**src/rtcbk_cfg.svh**
```systemverilog
`ifndef RTCBK_CFG_SVH
`define RTCBK_CFG_SVH

// ****************************************
// sizes and counts
// ****************************************
`define RTCBK_BKP_N 16
`define RTCBK_CAL_WIN_W 20
`define RTCBK_CALP_PULSES 20'h00200
`define RTCBK_REF_50 6'h32
`define RTCBK_REF_60 6'h3c

// ****************************************
// alarm mask bit positions
// ****************************************
`define RTCBK_MSK_SEC 0
`define RTCBK_MSK_MIN 1
`define RTCBK_MSK_HOUR 2
`define RTCBK_MSK_DATE 3

// ****************************************
// reset values
// ****************************************
`define RTCBK_TIME_RST {16'h0000, 8'h00, 8'h00, 1'h0, 8'h00, 3'h1, 8'h01, 8'h01, 8'h00}

`endif

```
**src/rtcbk_pkg.sv**
```systemverilog
package rtcbk_pkg;

  // ****************************************
  // calendar, alarm, control and shift carriers
  // ****************************************
  typedef struct packed {
    logic [15:0] subsec;
    logic [7:0] sec;
    logic [7:0] min;
    logic pm;
    logic [7:0] hour;
    logic [2:0] wday;
    logic [7:0] date;
    logic [7:0] month;
    logic [7:0] year;
  } rtcbk_time_t;

  typedef struct packed {
    logic [7:0] sec;
    logic [7:0] min;
    logic pm;
    logic [7:0] hour;
    logic [7:0] date;
    logic [3:0] mask;
  } rtcbk_alarm_t;

  typedef struct packed {
    logic fmt12;
    logic ref_en;
    logic ref_sel60;
    logic [14:0] prediv;
    logic [8:0] calm;
    logic calp;
    logic ts_on_tamp;
    logic [1:0] filt;
    logic [1:0] alarm_en;
    logic [2:0] tamp_ie;
    logic ts_ie;
  } rtcbk_ctrl_t;

  typedef struct packed {
    logic add1s;
    logic [14:0] subfs;
  } rtcbk_shift_t;

endpackage : rtcbk_pkg

```
**src/rtcbk_tamp_filt.sv**
```systemverilog
`timescale 1ns/1ns
module rtcbk_tamp_filt (
  // clock and reset
  input wire logic core_clk,
  input wire logic rst,
  // pin and filter setting
  input wire logic pin,
  input wire logic [1:0] filt,
  // detection pulse
  output logic det
);
  logic [1:0] sync;
  logic prev;
  logic [3:0] cnt;
  logic [3:0] need;
  logic [3:0] next_cnt;
  logic next_det;

  // ****************************************
  // filter: edge when off, else n equal samples
  // ****************************************
  always_comb begin
    need = 4'h1 << filt;
    next_cnt = cnt;
    next_det = 1'h0;
    if (filt == 2'h0) begin
      next_det = sync[1] & ~prev;
    end else if (!sync[1]) begin
      next_cnt = 4'h0;
    end else if (cnt < need) begin
      next_cnt = cnt + 4'h1;
      next_det = (cnt == need - 4'h1);
    end
  end

  always_ff @(posedge core_clk or posedge rst) begin
    if (rst) begin
      sync <= 2'h0;
      prev <= 1'h0;
      cnt <= 4'h0;
      det <= 1'h0;
    end else begin
      sync <= {sync[0], pin};
      prev <= sync[1];
      cnt <= next_cnt;
      det <= next_det;
    end
  end

endmodule : rtcbk_tamp_filt

```
**src/rtcbk_top.sv**
```systemverilog
`timescale 1ns/1ns
`include "rtcbk_cfg.svh"
// What this block does
// - sixteen 32-bit backup words of storage
// - backup words survive every kind of reset
// - calendar kept as BCD fields
// - hour wraps by 12 or 24 hour format
// - 50/60 Hz reference can pace seconds
// - month ends after 28, 29, 30, 31
// - two alarms, each able to wake
// - shift sub-second count by 1 to 32767
// - calibration trims rate in 1 ppm steps
// - three filtered tamper inputs can wake
// - timestamp copies calendar, calendar untouched
// - timestamp from pin or tamper, can wake
module rtcbk_top (
  // clock and reset
  input wire logic core_clk,
  input wire logic rst,
  // configuration
  input wire rtcbk_pkg::rtcbk_ctrl_t ctrl,
  // calendar load and shift
  input wire logic cal_load,
  input wire rtcbk_pkg::rtcbk_time_t cal_wdata,
  input wire logic shift_req,
  input wire rtcbk_pkg::rtcbk_shift_t shift_cmd,
  // alarm settings
  input wire rtcbk_pkg::rtcbk_alarm_t alarm_first,
  input wire rtcbk_pkg::rtcbk_alarm_t alarm_second,
  // pins
  input wire logic timestamp_trigger_input,
  input wire logic tamper_input_first,
  input wire logic tamper_input_second,
  input wire logic tamper_input_third,
  input wire logic ref_clk_input,
  // flag clears
  input wire logic [1:0] alarm_clr,
  input wire logic [2:0] tamper_clr,
  input wire logic ts_clr,
  // backup storage
  input wire logic bkp_we,
  input wire logic [3:0] bkp_widx,
  input wire logic [31:0] bkp_wdata,
  input wire logic [3:0] bkp_ridx,
  output logic [31:0] bkp_rdata,
  // status
  output rtcbk_pkg::rtcbk_time_t cal_time,
  output rtcbk_pkg::rtcbk_time_t ts_time,
  output logic [1:0] alarm_flag,
  output logic [2:0] tamper_flag,
  output logic ts_flag,
  output logic ts_ovf,
  output logic wake
);
  import rtcbk_pkg::*;

  // ****************************************
  // helpers
  // ****************************************
  function automatic logic [7:0] bcd_inc(input logic [7:0] v);
    bcd_inc = (v[3:0] == 4'h9) ? {v[7:4] + 4'h1, 4'h0} : v + 8'h01;
  endfunction : bcd_inc

  function automatic logic [7:0] dim(input logic [7:0] mo, input logic [7:0] yr);
    logic leap;
    leap = yr[4] ? (yr[3:0] == 4'h2 || yr[3:0] == 4'h6)
                 : (yr[3:0] == 4'h0 || yr[3:0] == 4'h4 || yr[3:0] == 4'h8);
    if (mo == 8'h02) begin
      dim = leap ? 8'h29 : 8'h28;
    end else if (mo == 8'h04 || mo == 8'h06 || mo == 8'h09 || mo == 8'h11) begin
      dim = 8'h30;
    end else begin
      dim = 8'h31;
    end
  endfunction : dim

  function automatic logic alarm_hit(input rtcbk_alarm_t a, input rtcbk_time_t t,
                                     input logic f12);
    alarm_hit = (a.mask[`RTCBK_MSK_SEC] || a.sec == t.sec)
      && (a.mask[`RTCBK_MSK_MIN] || a.min == t.min)
      && (a.mask[`RTCBK_MSK_HOUR] || (a.hour == t.hour && (!f12 || a.pm == t.pm)))
      && (a.mask[`RTCBK_MSK_DATE] || a.date == t.date);
  endfunction : alarm_hit

  // ****************************************
  // pin synchronisers
  // ****************************************
  logic [1:0] ts_sync;
  logic [1:0] ref_sync;
  logic ts_prev;
  logic ref_prev;
  logic ref_edge;
  logic ts_ev;
  logic [2:0] tamp_det;
  logic [2:0] tamp_pin;

  assign tamp_pin = {tamper_input_third, tamper_input_second, tamper_input_first};
  assign ref_edge = ref_sync[1] & ~ref_prev;

  always_ff @(posedge core_clk or posedge rst) begin
    if (rst) begin
      ts_sync <= 2'h0;
      ref_sync <= 2'h0;
      ts_prev <= 1'h0;
      ref_prev <= 1'h0;
    end else begin
      ts_sync <= {ts_sync[0], timestamp_trigger_input};
      ref_sync <= {ref_sync[0], ref_clk_input};
      ts_prev <= ts_sync[1];
      ref_prev <= ref_sync[1];
    end
  end

  for (genvar i = 0; i < 3; i++) begin : g_tamp
    rtcbk_tamp_filt rtcbk_tamp_filt_i (
      .core_clk(core_clk),
      .rst(rst),
      .pin(tamp_pin[i]),
      .filt(ctrl.filt),
      .det(tamp_det[i])
    );
  end

  // ****************************************
  // calendar
  // ****************************************
  logic [`RTCBK_CAL_WIN_W-1:0] cal_win;
  logic [`RTCBK_CAL_WIN_W-1:0] next_cal_win;
  logic [5:0] ref_cnt;
  logic [5:0] next_ref_cnt;
  logic [5:0] ref_top;
  logic skip;
  logic dbl;
  logic [1:0] step;
  logic sec_adv;
  logic day_adv;
  rtcbk_time_t next_cal;

  // masked or doubled steps over a 2^20 window: 1 ppm per step
  always_comb begin
    next_cal_win = cal_win + 20'h00001;
    skip = cal_win < {11'h000, ctrl.calm};
    dbl = ctrl.calp && (cal_win < `RTCBK_CALP_PULSES);
    step = skip ? {1'h0, dbl} : (dbl ? 2'h2 : 2'h1);
    ref_top = ctrl.ref_sel60 ? `RTCBK_REF_60 : `RTCBK_REF_50;
  end

  always_comb begin
    next_cal = cal_time;
    next_ref_cnt = ref_cnt;
    sec_adv = 1'h0;
    day_adv = 1'h0;
    if (cal_load) begin
      next_cal = cal_wdata;
      next_cal.subsec = {1'h0, ctrl.prediv};
      next_ref_cnt = 6'h00;
    end else begin
      if (shift_req) begin
        next_cal.subsec = cal_time.subsec + {1'h0, shift_cmd.subfs};
        sec_adv = shift_cmd.add1s;
      end else if (step != 2'h0) begin
        if (cal_time.subsec < {14'h0000, step}) begin
          next_cal.subsec = {1'h0, ctrl.prediv};
          sec_adv = !ctrl.ref_en;
        end else begin
          next_cal.subsec = cal_time.subsec - {14'h0000, step};
        end
      end
      // the reference owns the second; prescaler only fills sub-seconds
      if (ctrl.ref_en && ref_edge) begin
        if (ref_cnt >= ref_top - 6'h01) begin
          next_ref_cnt = 6'h00;
          sec_adv = 1'h1;
          next_cal.subsec = {1'h0, ctrl.prediv};
        end else begin
          next_ref_cnt = ref_cnt + 6'h01;
        end
      end
      if (sec_adv) begin
        if (next_cal.sec != 8'h59) begin
          next_cal.sec = bcd_inc(next_cal.sec);
        end else begin
          next_cal.sec = 8'h00;
          if (next_cal.min != 8'h59) begin
            next_cal.min = bcd_inc(next_cal.min);
          end else begin
            next_cal.min = 8'h00;
            if (ctrl.fmt12) begin
              if (next_cal.hour == 8'h11) begin
                next_cal.hour = 8'h12;
                next_cal.pm = ~cal_time.pm;
                day_adv = cal_time.pm;
              end else if (next_cal.hour == 8'h12) begin
                next_cal.hour = 8'h01;
              end else begin
                next_cal.hour = bcd_inc(next_cal.hour);
              end
            end else if (next_cal.hour == 8'h23) begin
              next_cal.hour = 8'h00;
              day_adv = 1'h1;
            end else begin
              next_cal.hour = bcd_inc(next_cal.hour);
            end
            if (day_adv) begin
              next_cal.wday = (next_cal.wday == 3'h7) ? 3'h1 : next_cal.wday + 3'h1;
              if (next_cal.date == dim(next_cal.month, next_cal.year)) begin
                next_cal.date = 8'h01;
                if (next_cal.month == 8'h12) begin
                  next_cal.month = 8'h01;
                  next_cal.year = (next_cal.year == 8'h99) ? 8'h00 : bcd_inc(next_cal.year);
                end else begin
                  next_cal.month = bcd_inc(next_cal.month);
                end
              end else begin
                next_cal.date = bcd_inc(next_cal.date);
              end
            end
          end
        end
      end
    end
  end

  always_ff @(posedge core_clk or posedge rst) begin
    if (rst) begin
      cal_time <= `RTCBK_TIME_RST;
      cal_win <= 20'h00000;
      ref_cnt <= 6'h00;
    end else begin
      cal_time <= next_cal;
      cal_win <= next_cal_win;
      ref_cnt <= next_ref_cnt;
    end
  end

  // ****************************************
  // alarms, tamper, timestamp, wake
  // ****************************************
  rtcbk_alarm_t alm [2];
  logic [1:0] hit;
  logic [1:0] next_alarm_flag;
  logic [2:0] next_tamper_flag;
  logic next_ts_flag;
  logic next_ts_ovf;
  logic next_wake;
  rtcbk_time_t next_ts_time;

  assign alm = '{alarm_first, alarm_second};
  for (genvar i = 0; i < 2; i++) begin : g_alm
    assign hit[i] = sec_adv && ctrl.alarm_en[i] && alarm_hit(alm[i], next_cal, ctrl.fmt12);
  end

  // a new event wins over a clear in the same cycle
  always_comb begin
    ts_ev = (ts_sync[1] & ~ts_prev) | (ctrl.ts_on_tamp & (|tamp_det));
    next_alarm_flag = (alarm_flag & ~alarm_clr) | hit;
    next_tamper_flag = (tamper_flag & ~tamper_clr) | tamp_det;
    next_ts_flag = (ts_flag & ~ts_clr) | ts_ev;
    next_ts_ovf = (ts_ovf & ~ts_clr) | (ts_ev & ts_flag);
    next_ts_time = ts_ev ? cal_time : ts_time;
    next_wake = (|next_alarm_flag) | (|(next_tamper_flag & ctrl.tamp_ie))
      | (next_ts_flag & ctrl.ts_ie);
  end

  always_ff @(posedge core_clk or posedge rst) begin
    if (rst) begin
      alarm_flag <= 2'h0;
      tamper_flag <= 3'h0;
      ts_flag <= 1'h0;
      ts_ovf <= 1'h0;
      ts_time <= `RTCBK_TIME_RST;
      wake <= 1'h0;
    end else begin
      alarm_flag <= next_alarm_flag;
      tamper_flag <= next_tamper_flag;
      ts_flag <= next_ts_flag;
      ts_ovf <= next_ts_ovf;
      ts_time <= next_ts_time;
      wake <= next_wake;
    end
  end

  // ****************************************
  // backup storage
  // ****************************************
  logic [31:0] bkp [`RTCBK_BKP_N];

  // no reset on purpose: contents must outlive any reset
  always_ff @(posedge core_clk) begin
    if (bkp_we) begin
      bkp[bkp_widx] <= bkp_wdata;
    end
  end

  always_ff @(posedge core_clk or posedge rst) begin
    if (rst) begin
      bkp_rdata <= 32'h00000000;
    end else begin
      bkp_rdata <= bkp[bkp_ridx];
    end
  end
endmodule : rtcbk_top
```
**config.mk**
```make
export PLATFORM = sky130hd
export DESIGN_NAME = rtcbk_top
export DESIGN_NICKNAME = d
export VERILOG_FILES = /design/src/rtcbk_pkg.sv /design/src/rtcbk_tamp_filt.sv /design/src/rtcbk_top.sv
export VERILOG_INCLUDE_DIRS = /design/src
export SDC_FILE = /design/constraint.sdc
export NUM_CORES = 1
export LEC_CHECK = 0
export ABC_AREA = 1
export ABC_CLOCK_PERIOD_IN_PS = 17700
export BUFFER_PORTS_ARGS = -buffer_cell sky130_fd_sc_hd__buf_2
export CAP_MARGIN = 20
export CORE_UTILIZATION = 60
export CTS_CLUSTER_SIZE = 12
export DETAILED_ROUTE_END_ITERATION = 7
export GPL_ROUTABILITY_DRIVEN = 1
export GPL_TIMING_DRIVEN = 0
export PLACE_DENSITY_LB_ADDON = 0.05
export SLEW_MARGIN = 20
export SYNTH_ARGS = -nofsm -noshare
export SYNTH_HDL_FRONTEND = slang
export SYNTH_HIERARCHICAL = 1
export SYNTH_SLANG_ARGS = --single-unit
export TNS_END_PERCENT = 5
```
**constraint.sdc**
```tcl
create_clock -name core_clk -period 17.7 [get_ports core_clk]
set_input_delay 3.54 -clock core_clk [delete_from_list [all_inputs] [get_ports core_clk]]
set_output_delay 3.54 -clock core_clk [all_outputs]
set_load 0.01 [all_outputs]
```
==> metrics.md <==
| Metric | Value |
|---|---|
| Status | complete, no violations |
| Via count | ~27000 |
| Top fanout value on the critical path | 8 |
| Post-layout min period | approximately 7800 ps |
| CTS tree | built |
| Syn Area/Cell | between 10 and 15 sq um |
| Cells after synthesis | 3339 |
| Clk buf depth | 3 |
| Max VDD drop | 100 uV |
| Worst EP required | approximately 18000 ps |
| Post-route cell area | ~0.041 sq mm |
| Die ar. | between 0.05 and 0.06 sq mm |
| Placed instance area | about 0.038 sq mm |
| Synthesized area | 0.0348 sq mm |
| Final ANT Viol Nets | 0 |
| Largest net degree at the start of global routing | around 110 |
| Count leader, synth | nand2_1 |
| # IOs | between 400 and 500 |
| Top cell by count, worst path | nand2_1 |
| Flip-flop and latch area | ~0.021 sq mm |
| Vias per cell | 5.85 |
| Crit end category | flop |
| CTS Sinks | about 740 |
| Layout cells sized above 1 | 17.3% |
| Post-Syn Nets | 3660 |
| Worst slew pin tran | between 900 and 1000 ps |
| All-Layer GR Usage | between 30 and 40% |
| Largest area contributor in the netlist | edfxtp_1 |
| Pwr per Cell Area | 109 mW/mm^2 |
| Fin crit share | around 44% |
| First-pass GRT wire length | around 160 mm |
| Reg clk slew, reported paths | about 60 ps |
| Largest cells by area after synthesis | edfxtp_1 (44%), dfrtp_1 (16%), nand2_1 (6.6%) |
| Post-DR wirelength/cell | roughly 22 microns |
| Area Growth Syn to Fin | 17.9% |
| Post-route worst setup slack | 9860 ps |
| Peak per-stage delay on the critical path | between 400 and 500 ps |
| Cts repair resizes | 0 |
| Die H | between 200 and 250 microns |
| Initial Utilization | about three fifths |
| Startpoint types | input pin |
| Fmax | between 100 and 150 MHz |
| RePlAce Congestion | 0.945 |
| Post-Place Worst Slack | around 9300 ps |
| Layout fillers | just over 4000 |
| Setup TNS | 0 ps |
| Ys Warns | 6 |
| Post-layout utilization of the core | about 72% |
| DR DRC count | 0 |
| Port buffer count | between 400 and 500 |
| Clock Tree Root | clkbuf_16 |
| Max stage delay cell, worst path | nor2_2 |
| Total core area | between 0.05 and 0.06 sq mm |
| Total Wirelength | between 100 and 150 mm |
| Grt ovf | 0 |
| Ys async rst share | a little under a third |
| Vias in the first global route | 26600 |
| Final setup viols | 0 |
| Multi-input gate area | approximately 0.012 sq mm |
| Relative slew slack | a little over a third |
| Synth cell count leaders | nand2_1 (611), edfxtp_1 (512), inv_1 (422) |
| Initial antenna violation count | 12 |
| Clock skew | approximately 40 ps |
| Post-synth top flop | edfxtp_1 |
| Placed wire-length estimate | 75.0 mm |
| Num rows | 87 |
| CTS buffer count | 80 |
| Min-delay worst type | flop to flop |
| Post-CTS Repair Setup Buffers | 0 |
| Final hold violations | 0 |
| Die width | 243 microns |
| Maxcap violations | 0 |
| Starting DRT DRC Count | about 2700 |
| RSZ-0062 raised after global routing | false |
| Leak | ~18 nW |
| H-Tree Depth | 3 |
| Max-slew violations | 0 |
| Critical path class | input pin to flop |
| Clock latency at the later pin of the worst-skew pair | 650 ps |
| Arrival time worst endpoint | about 8400 ps |
| Share of the synthesized area in the top cell type | 44.2% |
| DRT Pass-1 Iters | 6 |
| Register area share after synthesis | 60.9% |
| Netlist cell types | 58 |
| Synth Register Bits | around 740 |
| Nets@finish | roughly 4200 |
| EDFF count, synth | around 510 |
| # hold bufs at CTS | 0 |
## routing by layer
layer | up-vias | global-route usage [%] | wire, microns
li1 | 12500 | - | -
met4 | 8 | 13.7 | 4090
met5 | - | 0 | 51
met2 | 1402 | 60.4 | 51800
met3 | 274 | 5.75 | 9090
met1 | 13200 | 45.3 | 39900
## final timing paths
| kind | from | endpoint | slack, ps | depth (start not counted) |
|---|---|---|---|---|
| worst max register to register | cal_win[5] | wake | 12480 | 29 |
| worst max-delay path | ctrl[17] | wake | 9860 | 31 |
| worst min register to register | ref_sync[0] | ref_sync[1] | 320 | 0 |
| max in group asynchronous | rst | cal_time[67] | 13550 | 4 |
| worst min-delay path | ref_sync[0] | ref_sync[1] | 320 | 0 |
| min in group asynchronous | rst | bkp_rdata[28] | 2850 | 2 |
## stage by stage
stage	cells	total power, mW	hold slack, ps
after floorplan	3339	2.52	331
final	4674	4.46	322
after global placement	4501	2.80	333
after global routing	4673	4.62	329
after detailed placement	4522	2.83	336
after CTS	4668	4.46	312
## power breakdown
group / total, mW / leakage (nW) / switching [mW] / internal (mW)
combinational: 0.731 / 9.10 / 0.474 / 0.257
sequential: 2.08 / 7.45 / 0.101 / 1.98
clock: 1.64 / 1.25 / 0.700 / 0.941
total: 4.46 / 17.8 / 1.28 / 3.18
## kinds of logic after synthesis
family / after synthesis / synth area share [%]
adder cells (fa/ha/maj): 70 / 2.56
XOR/XNOR: 59 / 1.49
flip-flops: 744 / 60.9
multiplexers: 128 / 3.69
buffers and inverters: 570 / 6.31
AO/OA/AOI/OAI: 649 / 10.8
AND/OR/NAND/NOR: 1119 / 14.3
## layout make-up
class                      count  share of cell area (%)
sequential                   744                    51.7
multi-input combinational   2025                    28.1
timing repair buffer         427                    6.16
clock buffer                 126                    5.67
inverter                     440                    4.05
tap                          756                    2.31
buffer                       130                    1.32
clock inverter                20                   0.678
antenna                        6                  0.0366
## registers in the layout (all words and copies together), names as in the netlist, 6 cells and up
register                       cells
cal_time                          68
ts_time                           68
bkp                              512
g_tamp.rtcbk_tamp_filt_i/sync      6
g_tamp.rtcbk_tamp_filt_i/cnt      12
ref_cnt                            6
bkp_rdata                         32
cal_win                           20
## critical path, delay by kind of cell
family	cells	cell delay (ps)
fa+ha+maj	4	1210
buf+inv	3	230
simple gates	20	2530
compound gates	4	890
## layout by cell type (no fill, tap or decap), types with 68 or more instances in the layout
master       n
a21oi_1    174
buf_2      421
clkbuf_1   124
clkbuf_16   80
dfrtp_1    226
edfxtp_1   512
ha_1        68
inv_1      421
mux2i_1    128
nand2_1    611
nand3_1    199
nor2_1     134
o211ai_1   148
o21ai_0    284
(Power assumes the default switching activity.)
